## src/hpbc_pkg.sv

```systemverilog
// shared constants for the halt pin buffer control block
package hpbc_pkg;
    // -----------------------------------------------------------------
    // halt mode codes
    // -----------------------------------------------------------------
    localparam logic [1:0] MODE_NONE      = 2'h0;
    localparam logic [1:0] MODE_DEEP_STOP = 2'h1;
    localparam logic [1:0] MODE_OSC_ONLY  = 2'h2;
    localparam logic [1:0] MODE_CPU_ONLY  = 2'h3;

    // -----------------------------------------------------------------
    // warm-up select codes and source count exponents
    // -----------------------------------------------------------------
    localparam logic [1:0] WU_SEL_SHORT = 2'h1;
    localparam logic [1:0] WU_SEL_MID   = 2'h2;
    localparam logic [1:0] WU_SEL_LONG  = 2'h3;
    localparam int         WU_EXP_SHORT = 8;
    localparam int         WU_EXP_MID   = 14;
    localparam int         WU_EXP_LONG  = 16;
    localparam int         WU_CNT_W     = 17;

    // -----------------------------------------------------------------
    // timing
    // -----------------------------------------------------------------
    localparam int CLK_PERIOD_PS   = 10000;
    localparam int HS_SHORT_PS     = 7100000;
    localparam int HS_DIV_DEF      = (HS_SHORT_PS / (1 << WU_EXP_SHORT)
                                      + CLK_PERIOD_PS - 1) / CLK_PERIOD_PS;
    localparam int LS_SHORT_NS     = 7800000;
    localparam int LS_DIV_DEF      = (LS_SHORT_NS * 10 / (1 << WU_EXP_SHORT)
                                      + CLK_PERIOD_PS / 100 - 1)
                                     / (CLK_PERIOD_PS / 100);
    localparam int DIV_W           = 16;
    localparam int HALT_EXEC_STATES = 6;
    localparam int EXEC_W          = 3;

    // -----------------------------------------------------------------
    // controller states, gray along run, entry, halted, warm-up
    // -----------------------------------------------------------------
    typedef enum logic [1:0] {
        ST_RUN    = 2'h0,
        ST_ENTRY  = 2'h1,
        ST_HALTED = 2'h3,
        ST_WARMUP = 2'h2
    } hpbc_state_t;
endpackage : hpbc_pkg

```

## src/hpbc_wu_if.sv

```systemverilog
// warm-up request and answer between controller and timer
`timescale 1ns/100ps
`default_nettype none
interface hpbc_wu_if;
    logic       start;
    logic [1:0] sel;
    logic       slow;
    logic       busy;
    logic       done;
    modport ctrl  (output start, output sel, output slow,
                   input busy, input done);
    modport timer (input start, input sel, input slow,
                   output busy, output done);
endinterface : hpbc_wu_if
`default_nettype wire

```

## src/hpbc_warmup.sv

```systemverilog
// oscillator warm-up timer counting ticks of the chosen source clock
`timescale 1ns/100ps
`default_nettype none
module hpbc_warmup #(
    parameter int HS_DIV   = hpbc_pkg::HS_DIV_DEF,
    parameter int LS_DIV   = hpbc_pkg::LS_DIV_DEF,
    parameter int EXP_SHORT = hpbc_pkg::WU_EXP_SHORT,
    parameter int EXP_MID   = hpbc_pkg::WU_EXP_MID,
    parameter int EXP_LONG  = hpbc_pkg::WU_EXP_LONG
) (
    // clock and reset
    input wire logic   clock,
    input wire logic   arst_n,
    // request from controller
    hpbc_wu_if.timer   wu
);
    localparam int CW = hpbc_pkg::WU_CNT_W;
    localparam int DW = hpbc_pkg::DIV_W;

    logic [DW-1:0] div_cnt;
    logic [CW-1:0] src_cnt;
    logic [CW-1:0] limit;
    logic          slow_q;
    logic          tick;

    // -----------------------------------------------------------------
    // source tick divider
    // -----------------------------------------------------------------
    always_comb
    begin
        tick = slow_q ? (div_cnt == DW'(LS_DIV - 1))
                      : (div_cnt == DW'(HS_DIV - 1));
    end

    always_ff @(posedge clock or negedge arst_n)
    begin
        if (!arst_n)
            div_cnt <= '0;
        else if (wu.start || tick)
            div_cnt <= '0;
        else if (wu.busy)
            div_cnt <= div_cnt + DW'(1);
    end

    // -----------------------------------------------------------------
    // source count
    // -----------------------------------------------------------------
    always_ff @(posedge clock or negedge arst_n)
    begin
        if (!arst_n)
        begin
            limit  <= '0;
            slow_q <= 1'b0;
        end
        else if (wu.start)
        begin
            slow_q <= wu.slow;
            unique case (wu.sel)
                hpbc_pkg::WU_SEL_MID:  limit <= CW'(1) << EXP_MID;
                hpbc_pkg::WU_SEL_LONG: limit <= CW'(1) << EXP_LONG;
                default:               limit <= CW'(1) << EXP_SHORT;
            endcase
        end
    end

    always_ff @(posedge clock or negedge arst_n)
    begin
        if (!arst_n)
        begin
            src_cnt <= '0;
            wu.busy <= 1'b0;
            wu.done <= 1'b0;
        end
        else
        begin
            wu.done <= 1'b0;
            if (wu.start)
            begin
                src_cnt <= '0;
                wu.busy <= 1'b1;
            end
            else if (wu.busy && tick)
            begin
                src_cnt <= src_cnt + CW'(1);
                if (src_cnt + CW'(1) == limit)
                begin
                    wu.busy <= 1'b0;
                    wu.done <= 1'b1;
                end
            end
        end
    end
endmodule : hpbc_warmup
`default_nettype wire

```

## src/halt_pin_buffer_control.sv

```systemverilog
// halt sequencing, warm-up restart and pin buffer gating
`timescale 1ns/100ps
`default_nettype none
module halt_pin_buffer_control #(
    parameter int HS_DIV    = hpbc_pkg::HS_DIV_DEF,
    parameter int LS_DIV    = hpbc_pkg::LS_DIV_DEF,
    parameter int EXP_SHORT = hpbc_pkg::WU_EXP_SHORT,
    parameter int EXP_MID   = hpbc_pkg::WU_EXP_MID,
    parameter int EXP_LONG  = hpbc_pkg::WU_EXP_LONG
) (
    // clock and reset
    input  wire logic       clock,
    input  wire logic       arst_n,
    // halt controller requests
    input  wire logic       halt_enter,
    input  wire logic [1:0] halt_mode,
    input  wire logic       halt_release,
    // configuration
    input  wire logic [1:0] warmup_sel,
    input  wire logic       restart_slow,
    input  wire logic       run_slow,
    input  wire logic       drive_ctrl,
    input  wire logic       drive_sel,
    // status
    output var  logic       cpu_clock_run,
    output var  logic       low_speed_active,
    output var  logic       halted,
    output var  logic       warmup_busy,
    // pin buffer control
    output var  logic       func_in_buf_en,
    output var  logic       func_out_buf_en,
    output var  logic       osc_in_buf_en,
    output var  logic       osc_out_drive_en,
    output var  logic       osc_out_force_high
);
    hpbc_pkg::hpbc_state_t state;
    hpbc_pkg::hpbc_state_t next_state;
    logic [1:0]                    mode_q;
    logic [hpbc_pkg::EXEC_W-1:0]   exec_cnt;
    logic                          restart_q;
    logic                          entry_end;
    logic                          light;
    logic                          deep;
    logic                          cond_b;
    logic                          unused_sel;

    hpbc_wu_if wu ();

    hpbc_warmup #(
        .HS_DIV    (HS_DIV),
        .LS_DIV    (LS_DIV),
        .EXP_SHORT (EXP_SHORT),
        .EXP_MID   (EXP_MID),
        .EXP_LONG  (EXP_LONG)
    ) u_warmup (
        .clock  (clock),
        .arst_n (arst_n),
        .wu     (wu.timer)
    );

    // -----------------------------------------------------------------
    // state sequencing
    // -----------------------------------------------------------------
    assign entry_end = exec_cnt == hpbc_pkg::EXEC_W'(
                       hpbc_pkg::HALT_EXEC_STATES - 1);

    always_comb
    begin
        next_state = state;
        unique case (state)
            hpbc_pkg::ST_RUN:
                if (halt_enter && halt_mode != hpbc_pkg::MODE_NONE)
                    next_state = hpbc_pkg::ST_ENTRY;
            hpbc_pkg::ST_ENTRY:
                if (halt_release)
                    next_state = hpbc_pkg::ST_RUN;
                else if (entry_end)
                    next_state = hpbc_pkg::ST_HALTED;
            hpbc_pkg::ST_HALTED:
                if (halt_release)
                    next_state = (mode_q == hpbc_pkg::MODE_DEEP_STOP)
                                 ? hpbc_pkg::ST_WARMUP
                                 : hpbc_pkg::ST_RUN;
            hpbc_pkg::ST_WARMUP:
                if (wu.done)
                    next_state = hpbc_pkg::ST_RUN;
        endcase
    end

    always_ff @(posedge clock or negedge arst_n)
    begin
        if (!arst_n)
            state <= hpbc_pkg::ST_RUN;
        else
            state <= next_state;
    end

    always_ff @(posedge clock or negedge arst_n)
    begin
        if (!arst_n)
            exec_cnt <= '0;
        else if (state == hpbc_pkg::ST_ENTRY)
            exec_cnt <= exec_cnt + hpbc_pkg::EXEC_W'(1);
        else
            exec_cnt <= '0;
    end

    always_ff @(posedge clock or negedge arst_n)
    begin
        if (!arst_n)
            mode_q <= hpbc_pkg::MODE_NONE;
        else if (state == hpbc_pkg::ST_RUN && halt_enter)
            mode_q <= halt_mode;
    end

    // -----------------------------------------------------------------
    // restart clock choice
    // -----------------------------------------------------------------
    always_ff @(posedge clock or negedge arst_n)
    begin
        if (!arst_n)
            restart_q <= 1'b0;
        else if (state == hpbc_pkg::ST_HALTED && halt_release)
            restart_q <= restart_slow;
    end

    always_comb
    begin
        wu.start = state == hpbc_pkg::ST_HALTED && halt_release
                   && mode_q == hpbc_pkg::MODE_DEEP_STOP;
        wu.sel   = warmup_sel;
        wu.slow  = restart_slow;
    end

    always_ff @(posedge clock or negedge arst_n)
    begin
        if (!arst_n)
            low_speed_active <= 1'b0;
        else if (state == hpbc_pkg::ST_WARMUP && wu.done)
            low_speed_active <= restart_q;
        else if (state == hpbc_pkg::ST_RUN)
            low_speed_active <= run_slow;
    end

    // -----------------------------------------------------------------
    // pin buffer gating
    // -----------------------------------------------------------------
    always_comb
    begin
        unused_sel = drive_sel;
        light  = next_state == hpbc_pkg::ST_HALTED
                 && mode_q == hpbc_pkg::MODE_OSC_ONLY;
        deep   = (next_state == hpbc_pkg::ST_HALTED
                  || next_state == hpbc_pkg::ST_WARMUP)
                 && mode_q == hpbc_pkg::MODE_DEEP_STOP;
        cond_b = drive_ctrl;
    end

    always_ff @(posedge clock or negedge arst_n)
    begin
        if (!arst_n)
        begin
            func_in_buf_en     <= 1'b1;
            func_out_buf_en    <= 1'b1;
            osc_in_buf_en      <= 1'b1;
            osc_out_drive_en   <= 1'b1;
            osc_out_force_high <= 1'b0;
        end
        else
        begin
            func_in_buf_en     <= !(light || deep) || cond_b;
            func_out_buf_en    <= !(light || deep) || cond_b;
            osc_in_buf_en      <= !deep;
            osc_out_drive_en   <= !deep;
            osc_out_force_high <= deep;
        end
    end

    // -----------------------------------------------------------------
    // status
    // -----------------------------------------------------------------
    always_ff @(posedge clock or negedge arst_n)
    begin
        if (!arst_n)
        begin
            cpu_clock_run <= 1'b1;
            halted        <= 1'b0;
            warmup_busy   <= 1'b0;
        end
        else
        begin
            cpu_clock_run <= next_state == hpbc_pkg::ST_RUN;
            halted        <= next_state == hpbc_pkg::ST_HALTED;
            warmup_busy   <= next_state == hpbc_pkg::ST_WARMUP;
        end
    end
endmodule : halt_pin_buffer_control
`default_nettype wire

```

## config.mk

```make
export PLATFORM = sky130hd
export DESIGN_NAME = halt_pin_buffer_control
export DESIGN_NICKNAME = d
export VERILOG_FILES = /design/src/hpbc_pkg.sv /design/src/hpbc_wu_if.sv /design/src/hpbc_warmup.sv /design/src/halt_pin_buffer_control.sv
export SDC_FILE = /design/constraint.sdc
export NUM_CORES = 1
export LEC_CHECK = 0
export ABC_AREA = 1
export BUFFER_PORTS_ARGS = -buffer_cell sky130_fd_sc_hd__buf_4
export CAP_MARGIN = 15
export CORE_MARGIN = 2
export CORE_UTILIZATION = 60
export DETAILED_ROUTE_END_ITERATION = 10
export HOLD_SLACK_MARGIN = 0.1
export MAX_ROUTING_LAYER = met4
export PLACE_DENSITY = 0.89
export SLEW_MARGIN = 10
export SYNTH_ARGS = -nofsm -noshare
export SYNTH_HDL_FRONTEND = slang
export SYNTH_SLANG_ARGS = --single-unit
```

## constraint.sdc

```tcl
create_clock -name clock -period 2 [get_ports clock]
set_input_delay 0.3 -clock clock [delete_from_list [all_inputs] [get_ports clock]]
set_output_delay 0.3 -clock clock [all_outputs]
set_load 0.02 [all_outputs]
```

## Yosys cells after proc, flatten, opt, wreduce, memory -nomap -nowiden

Index checks and enable logic that the tools add are counted.

| storage, ports and cells | value |
|---|---|
| register bits after elaboration | 68 |
| bits of input ports | 12 |
| output and inout port bits | 9 |
| word-level logic and storage cells | 77 |

| operators by class | value |
|---|---|
| add/sub/neg operators | 3 |
| equality and inequality tests | 13 |
| multiplexer cells | 22 |
| reduce and logical (&&, ||, !) cells | 22 |

Operators by type and width:

| cell | count |
|---|---|
| $mux 17 | 2 |
| $pmux 17 s2 | 1 |
| $mux 16 | 2 |
| $add 17x1->17 const B | 1 |
| $eq 17x17->1 | 1 |
| $add 16x1->16 const B | 1 |
| $eq 16x12->1 const B | 1 |
| $eq 16x2->1 const B | 1 |
| $eq 2x2->1 const B | 7 |
| $mux 2 | 6 |
| $reduce_bool 2->1 | 5 |
| $mux 1 | 9 |
| $logic_and 1x1->1 | 8 |
| $pmux 2 s4 | 1 |
| $eq 2x1->1 const B | 2 |
| $logic_not 2->1 | 2 |
| $logic_or 1x1->1 | 4 |
| $add 3x1->3 const B | 1 |
| $eq 3x3->1 const B | 1 |
| $mux 3 | 1 |
| $logic_not 1->1 | 2 |
| $reduce_and 2->1 | 1 |

## Depth between registers and ports, before layout

Gate-level depths: netlist of run 1.

| logic depth | value |
|---|---|
| depth in word-level cells | 10 |
| mapped depth | 13 |
| depth with buffers taken out | 13 |

## By module

Synthesis of run 1 repeated with hierarchy kept, for this count alone.

| second synthesis, totals | value |
|---|---|
| cell total of the unflattened synthesis | 402 |
| area total of the unflattened synthesis | 3,128.0 um^2 |

By module, submodules not included:

| module | times used | cells each | area an instance (um^2) | sequential area each (um^2) |
|---|---|---|---|---|
| hpbc_warmup | 1 | 333 | 2,432.3 | 975.9 |
| halt_pin_buffer_control | 1 | 69 | 695.7 | 379.1 |

## Least setup slack after synthesis of run 1

OpenSTA, ideal clock, no wires.

| timing | value |
|---|---|
| kind | reg2reg |
| start point | reg u_warmup.src_cnt[1] |
| end point | reg u_warmup.wu.busy |
| setup time | 0.117 ns |
| arrival | 1.442 ns |
| required time | 1.883 ns |
| path slack | 0.441 ns |
| stages on the path, launching flop included | 13 |
| buffers on the path | 0 |
| clock period less this slack | 1.559 ns |
| path through | dfrtp_1 > ha_1 > nand2_2 > nor2_4 > nand3_2 > nor2_4 > inv_2 > nand2_1 > nand3_1 > nand2_1 > nand2_1 > nor2_2 > nor2_1 |

| between the ends | value |
|---|---|
| word-level cells in the longest chain between the ends | 4 |

Ends and longest elaborated chain:

| element | line | RTL |
|---|---|---|
| start, declared | hpbc_warmup.sv:21 | `logic [CW-1:0] src_cnt;` |
| start signal, assigned | hpbc_warmup.sv:84 | `src_cnt <= src_cnt + CW'(1);` |
| $add 17x1->17 | hpbc_warmup.sv:85 | `if (src_cnt + CW'(1) == limit)` |
| $eq 17x17->1 | hpbc_warmup.sv:85 |  |
| $reduce_bool 2->1 (no line) | n/a |  |
| $reduce_and 2->1 (no line) | n/a |  |
| end signal, assigned | hpbc_warmup.sv:71 | `wu.busy <= 1'b0;` |
| end signal, assigned | hpbc_warmup.sv:80 | `wu.busy <= 1'b1;` |
| end signal, assigned | hpbc_warmup.sv:87 | `wu.busy <= 1'b0;` |
| end, declared | hpbc_wu_if.sv:13 | `output busy, output done);` |

Every way passes these cells.
A chain may end at the register's enable or synchronous reset.

## Final worst setup path of run 1

Ends and elaborated chain as after synthesis.

==> key figures, run 1 <==
Synthesis
  – Top cells by count, synth: nand2_1 (96), inv_1 (57), nor2_1 (53), dfrtp_1 (51), nand3_1 (37)
  – Unique masters post-synth: 33
  – Post-Synth Simple-Gate Area: 33.6%
  – Most used flip-flop cell after synthesis: dfrtp_1
  – Synthesized cell area: 3020 µm²
  – Ys Warns: 0
  – Compound-Gate Fraction of Synth Area: 8.45%
  – Top cells by area, synth: dfrtp_1 (42%), nand2_1 (12%), inv_1 (7.1%)
  – Area share of the largest cell type after synthesis: 42.3%
  – Mux cell area share after synthesis: 0.373%
  – Synthesized-area fraction occupied by adder cells: 2.49%
  – Syn_area_per_cell: 7.55 µm²
  – Post-synth EDFFs: 0
  – Post-Synth XOR/XNOR Area: 1.74%
  – Cell count after synthesis: 400
  – Mapped Nets: 418
  – Count leader, synth: nand2_1
  – Sequential area share after synthesis: 44.9%
  – Synth Register Bits: 54
  – Cell taking the most area after synthesis: dfrtp_1
  – Synth async-reset ratio: 100%
  – Largest family of logic cells by synthesized area: simple AND/OR/NAND/NOR gates

CTS
  – Worst-path clk slew: 0.10 ns
  – Clock Path Buffers: 2
  – H-tree depth: 2
  – Insertion delay to the later sink of the worst-skew pair: a little over 0.3 ns
  – TritonCTS buffer count: 5
  – CTS tree: built
  – CTS root buf: clkbuf_8
  – Clk sinks: 54
  – Buffer count from post-CTS setup fixing: 0

Drt
  – Vias per Instance: 5.40
  – Drt pass-1 iters: 5
  – Remaining DRCs: 0
  – Vias: 2680
  – WL/cell: 13.1 µm
  – Final WL: 6480 µm
  – Final ANT Viol Nets: 0
  – Starting DRC count in detailed routing: roughly 260

Final layout
  – Share of cells above drive strength 1: approximately 14%
  – Nets@finish: 446
  – Ant. Diodes: 0
  – Finished Core Util: 70.4%
  – Area Overhead vs Synth: 11.5%

STA
  – Setup tns final: 0 ns
  – Tightest hold margin: 0.169 ns
  – F_max: 0.541 GHz
  – Final setup margin: around 0.15 ns
  – Final Hold Vio Count: 0
  – Max Slew Vio Count: 0
  – Final period utilization: roughly 92%
  – Unrepaired setup endpoints after global routing: false
  – Final setup violation count: 0
  – Clock skew: 0.0117 ns
  – Worst slew pin tran: 0.674 ns
  – Worst slew margin: a little under three fifths
  – Fin crit period: 1.85 ns

Placed design
  – Port bufs: 19
  – DP Worst Slack: 0.150 ns
  – RePlAce Congestion: about 0.95
  – DP HPWL: about 4700 µm

Floorplan
  – Starting density of the core: 63.1%
  – # IOs: 21
  – Row count: 25
  – Core footprint: 4790 µm²
  – Die area: 5620 µm²
  – Die Width: 75.0 µm
  – Chip height: ~75 µm

Worst setup path
  – Worst Path Max Fanout: 7
  – Worst path arrival time: 2.04 ns
  – CP endpoint kind: register
  – Crit path kind: reg -> reg
  – Flop-to-flop setup slack: 0.15 ns
  – Crit path launch type: register
  – Req. time, crit path: around 2.2 ns

Pwr
  – Pint: 0.00192 W
  – Sequential power share: 48.6%
  – Clock power share: 21.0%
  – Peak VDD IR: 0.000652 V
  – Gate power share: 30.4%
  – Power Dens Cells: approximately 900 nW/µm²
  – Psw: 0.00112 W
  – P_leak: 1.58 nW
  – Switch share: between 30% and 40%

Min path
  – Worst min-delay path class: in -> reg

Global routing
  – Total global routing overflow: 0
  – Vias in the first global route: 2527
  – Total GRT Usage: between 20% and 30%
  – Antenna violations before repair: 0
  – First-pass GRT wire length: 11100 µm
  – Largest net degree at the start of global routing: 55

Outcome
  – Outcome: finished, final reports clean

Job
  – Max-Cap Viols: 0
==> cell type report <==
class	instances	area, µm²
Fill cell	376	1420
Multi-Input combinational cell	281	1410
Sequential cell	54	1360
Inverter	60	225
Timing Repair Buffer	26	198
Tap cell	67	83.8
Clock buffer	6	82.6
Clock inverter	2	12.5
==> cells by family after synthesis <==
group / after synthesis
buffers and inverters: 65
adders and majority gates: 6
xor gates and xnor gates: 6
muxes: 1
DFF: 54
AOI/OAI and AO/OA: 45
and+or+nand+nor: 223
==> metal layers <==
layer  wire, µm  track usage [%]
met5          0                -
met4         90             9.13
met3        296             4.28
met2       3300             43.7
met1       2800             33.5
==> flip-flops by register name, summed over array words and instances, names as in the netlist, 2 cells and up <==
| register | flops |
|---|---|
| mode_q | 2 |
| u_warmup.div_cnt | 16 |
| state | 2 |
| u_warmup.src_cnt | 17 |
| exec_cnt | 3 |
| u_warmup.limit | 3 |
==> metrics by stage <==
step / power, W / area [µm²] / instances
CTS: 0.00305 / 3370 / 496
global placement: 0.00234 / 3260 / 487
global route: 0.00324 / 3370 / 496
floorplan: 0.00210 / 3020 / 400
detailed placement: 0.00241 / 3260 / 487
finish: 0.00304 / 3370 / 496
==> placed cells by master, fill, tap and decap left out, types with 9 or more instances in the layout <==
| cell | netlist | layout |
|---|---|---|
| inv_1 | 57 | 57 |
| o21ai_0 | 21 | 21 |
| nor2_1 | 53 | 53 |
| o22ai_1 | 9 | 9 |
| buf_4 | 3 | 25 |
| nand4_1 | 11 | 11 |
| nand2_1 | 96 | 96 |
| nand3_1 | 37 | 37 |
| dfrtp_1 | 51 | 51 |
==> critical path, cell delays in order, from the launching register on <==
cell and delay [ns]:
dfrtp_1 0.44, ha_2 0.25, nand2_2 0.08, nor2_4 0.18, nand3_2 0.13, nand2_1 0.09, nand2_1 0.07, nor2_1 0.10
nand2_1 0.06, nor2_1 0.12, nand2_1 0.08, nor2_2 0.10, nor2_1 0.05
==> power groups by stage <==
stage	registers, W	logic [W]	clock network (W)
after floorplan	0.00150	0.000593	0
after global placement	0.00148	0.000862	0
after detailed placement	0.00149	0.000913	0
after CTS	0.00147	0.000924	0.000648
after global routing	0.00150	0.00104	0.000695
final	0.00148	0.000922	0.000638
==> what timing repair did <==
item,in CTS,in global routing
hold buffers,1,0
endpoints found under the setup margin,0,1
hold endpoints to repair,51,0
resized for setup,0,1
==> worst paths after layout <==
kind                                     start                    to  cells after the start
max in group asynchronous               arst_n  u_warmup.div_cnt[15]                      2
min in group asynchronous               arst_n  u_warmup.src_cnt[16]                      2
hold / removal                      drive_ctrl       func_out_buf_en                      2
setup / recovery           u_warmup.src_cnt[1]      u_warmup.wu.busy                     12
hold reg to reg                    exec_cnt[0]           exec_cnt[0]                      1
setup reg to reg           u_warmup.src_cnt[1]      u_warmup.wu.busy                     12
Note: power is estimated with default switching activity, not from simulation.
==> run 2, diff against run 1 <==
--- a/config.mk
+++ b/config.mk
@@ -13,8 +13,9 @@
 export DETAILED_ROUTE_END_ITERATION = 10
 export HOLD_SLACK_MARGIN = 0.1
 export MAX_ROUTING_LAYER = met4
-export PLACE_DENSITY = 0.89
+export PLACE_DENSITY_LB_ADDON = 0.05
 export SLEW_MARGIN = 10
 export SYNTH_ARGS = -nofsm -noshare
 export SYNTH_HDL_FRONTEND = slang
+export SYNTH_HIERARCHICAL = 1
 export SYNTH_SLANG_ARGS = --single-unit
==> run 2 against run 1 <==
Via count shrank 5.0%. Cell count rose by 1.0%. First-iteration DRC count decreased by 23%. Die area up 3.4%. Flip-flop and latch count is the same. Sequential share of layout area decreased by 1.3 points. Clock power is 3% higher. Worst setup slack improved by 0.028 ns. Non-clock buffer count grew 2. Maximum frequency grew 1.6%. Clock-buffer cell count unchanged.
==> key figures, run 2 <==
Outcome
  – Outcome: finished, final reports clean

CTS
  – TritonCTS buffer count: 5 (unchanged)
  – CTS tree: built
  – H-tree depth: 2 (unchanged)
  – Worst-path clk slew: 0.11 ns (about the same)
  – Clock Path Buffers: 2 (unchanged)
  – CTS root buf: clkbuf_8
  – Clk sinks: 54 (unchanged)
  – Insertion delay to the later sink of the worst-skew pair: 0.31 ns (about the same)

Floorplan
  – Chip height: 76.2 µm (+1.7%)
  – Die Width: 76.2 µm (+1.7%)
  – Core footprint: 5070 µm² (+6.0%)
  – Starting density of the core: 61.6% (-1.5 points)
  – Row count: 26 (+4.0%)
  – # IOs: 21 (unchanged)
  – Die area: 5810 µm² (+3.4%)

Drt
  – Vias per Instance: 5.08 (-6.0%)
  – WL/cell: 12.1 µm (-7.6%)
  – Final ANT Viol Nets: 0 (unchanged)
  – Drt pass-1 iters: 5 (unchanged)
  – Starting DRC count in detailed routing: 196 (-23%)
  – Vias: 2545 (-5.0%)
  – Final WL: 6050 µm (-6.6%)
  – Remaining DRCs: 0 (unchanged)

Pwr
  – Peak VDD IR: 0.000452 V (-31%)
  – Switch share: 35.3% (-1.7 points)
  – Power Dens Cells: 871 nW/µm² (-3.4%)
  – Clock power share: 21.5% (+0.5 points)
  – Sequential power share: 49.5% (+0.9 points)
  – Gate power share: 28.9% (-1.5 points)
  – Psw: 0.00107 W (-4.5%)
  – P_leak: 1.72 nW (+8.5%)
  – Tot Pwr: 0.00304 W (about the same)
  – Pint: 0.00197 W (+2.6%)

Min path
  – Worst min-delay path class: in -> reg

Worst setup path
  – Crit path kind: reg -> reg
  – Req. time, crit path: 2.22 ns (+0.02 ns)
  – Worst Path Max Fanout: 16 (+9)
  – CP endpoint kind: register
  – Worst path arrival time: 2.04 ns (about the same)
  – Crit path launch type: register

STA
  – Unrepaired setup endpoints after global routing: false
  – Clock skew: 0.0149 ns (+0.00325 ns)
  – Worst slew pin tran: 0.673 ns (-0.00111 ns)
  – Final Hold Vio Count: 0 (unchanged)
  – Max Slew Vio Count: 0 (unchanged)
  – Final period utilization: 91.0% (-1.4 points)
  – F_max: 0.549 GHz (+1.6%)
  – Setup tns final: 0 ns (unchanged)
  – Final setup margin: 0.180 ns (+0.0283 ns)
  – Fin crit period: 1.82 ns (-0.0283 ns)
  – Worst slew margin: 55.1% (+0.074 points)
  – Final setup violation count: 0 (unchanged)

Placed design
  – DP HPWL: 4500 µm (-5.1%)
  – DP Worst Slack: 0.183 ns (+0.0323 ns)
  – RePlAce Congestion: 0.899 (-5.7%)
  – Port bufs: 19 (unchanged)

Final layout
  – Largest registers: u_warmup/src_cnt: 17 flops, u_warmup/div_cnt: 16 flops
  – Most common cell after layout, fill and taps aside: nand2_1
  – Nets@finish: 448 (+0.45%)
  – Max reg flops: 17 (unchanged)
  – Ant. Diodes: 0 (unchanged)
  – Share of cells above drive strength 1: 19.5% (+5.5 points)
  – Largest reg by FF count: u_warmup/src_cnt
  – Area Overhead vs Synth: 11.5% (about the same)
  – Most frequent cells in the layout: nand2_1 (113), inv_1 (52), dfrtp_1 (50), nor2_1 (44), nand3_1 (29)

Global routing
  – Vias in the first global route: 2370 (-6.2%)
  – Antenna violations before repair: 0 (unchanged)
  – Total global routing overflow: 0 (unchanged)
  – First-pass GRT wire length: 10500 µm (-5.6%)
  – Total GRT Usage: 22.5% (-4.1 points)
  – Largest net degree at the start of global routing: 55 (unchanged)

Synthesis
  – Cell taking the most area after synthesis: dfrtp_1
  – Synthesized cell area: 3130 µm² (+3.6%)
  – Top cells by count, synth: nand2_1 (113), inv_1 (52), dfrtp_1 (51), nor2_1 (46), nand3_1 (29)
  – Post-synth EDFFs: 0 (unchanged)
  – Ys Warns: 6 (+6)
  – Syn_area_per_cell: 7.78 µm² (+3.0%)
  – Area share of the largest cell type after synthesis: 40.8% (-1.5 points)
  – Mapped Nets: 420 (+0.48%)
  – Top cells by area, synth: dfrtp_1 (41%), nand2_1 (14%), inv_1 (6.2%)
  – Sequential area share after synthesis: 43.3% (-1.5 points)
  – Count leader, synth: nand2_1
  – Synth async-reset ratio: 100% (unchanged)
  – Unique masters post-synth: 37 (+12%)
  – Synth Register Bits: 54 (unchanged)
  – Cell count after synthesis: 402 (+0.50%)
  – Most used flip-flop cell after synthesis: dfrtp_1

Job
  – Max-Cap Viols: 0 (unchanged)
run 2: cell types whose count changed in the layout (fill, tap and decap cells not counted), moves of 8 or more:
cell,delta
nand2_1,+17
nand3_1,-8
nor2_1,-9
o21ai_0,-11
o21ai_2,+8
o22ai_1,-8
run 2: repair_timing:
action	4_1_cts	5_1_grt
endpoints found under the setup margin	0	1
hold buffers	1	0
endpoints found under the hold margin	51	0
gates resized for setup	0	3
buffers inserted	0	2
run 2: layer usage:
metal  global-route usage [%]  part of all wire, %  vias up
li1                         -                    -     1328
met1                     27.9                   47     1171
met2                     38.9                   49       39
met3                     4.15                  3.3        7
met4                     4.36                 0.79        0
met5                        -                    0        -
run 2: cells by family (layout without fill, tap and decap cells):
group	Yosys count	count (layout)	synth area share [%]
XOR/XNOR	7	7	1.96
flip-flops	54	54	43.3
AND/OR/NAND/NOR	232	232	35.5
buffers and inverters	60	89	7.88
AO/OA/AOI/OAI	42	42	8.60
adder cells (fa/ha/maj)	6	6	2.40
multiplexers	1	1	0.360
run 2: final timing paths:
kind | start | endpoint | slack [ns] | cells after the start
worst max-delay path | u_warmup/div_cnt[0] | u_warmup/src_cnt[16] | 0.18 | 10
worst min-delay path | drive_ctrl | func_out_buf_en | 0.17 | 3
worst max register to register | u_warmup/div_cnt[0] | u_warmup/src_cnt[16] | 0.18 | 10
worst min register to register | exec_cnt[0] | exec_cnt[0] | 0.48 | 1
max in group asynchronous | arst_n | state[1] | 0.96 | 2
min in group asynchronous | arst_n | u_warmup/div_cnt[8] | 0.57 | 2
run 2: per-stage QoR:
stage | std cells | area [µm²] | util, % | hold WS [ns]
5_1_grt | 501 | 3490 | 68.7 | 0.152
2_1_floorplan | 402 | 3130 | - | 0.00441
3_5_place_dp | 490 | 3360 | 66.1 | 0.385
3_3_place_gp | 490 | 3360 | 66.1 | 0.386
6_report | 501 | 3490 | 68.7 | 0.167
4_1_cts | 499 | 3470 | 68.3 | 0.163
run 2: power groups by stage:
| stage | sequential [W] | clock (W) | combinational, W |
|---|---|---|---|
| floorplan | 0.00153 | 0 | 0.000579 |
| global placement | 0.00151 | 0 | 0.000816 |
| detailed placement | 0.00152 | 0 | 0.000853 |
| CTS | 0.00151 | 0.000673 | 0.000855 |
| global route | 0.00154 | 0.000715 | 0.000994 |
| finish | 0.00150 | 0.000654 | 0.000878 |
run 2: worst max-delay path: stages (launching register included):
cell     delay, ns
dfrtp_1       0.43
inv_1         0.10
ha_1          0.15
nand2_1       0.05
nor2_1        0.09
nand2_1       0.09
nor2_4        0.14
nand3_4       0.13
nor2_4        0.35
nand3_1       0.12
o21ai_0       0.09
run 2: cell type report:
type | count | area (µm²)
fillers | 448 | 1590
multi-input cells | 288 | 1530
flip-flops and latches | 54 | 1360
repair buffers | 28 | 213
inverters | 53 | 199
well taps | 70 | 87.6
clock buffers | 6 | 82.6
clock inverters | 2 | 17.5
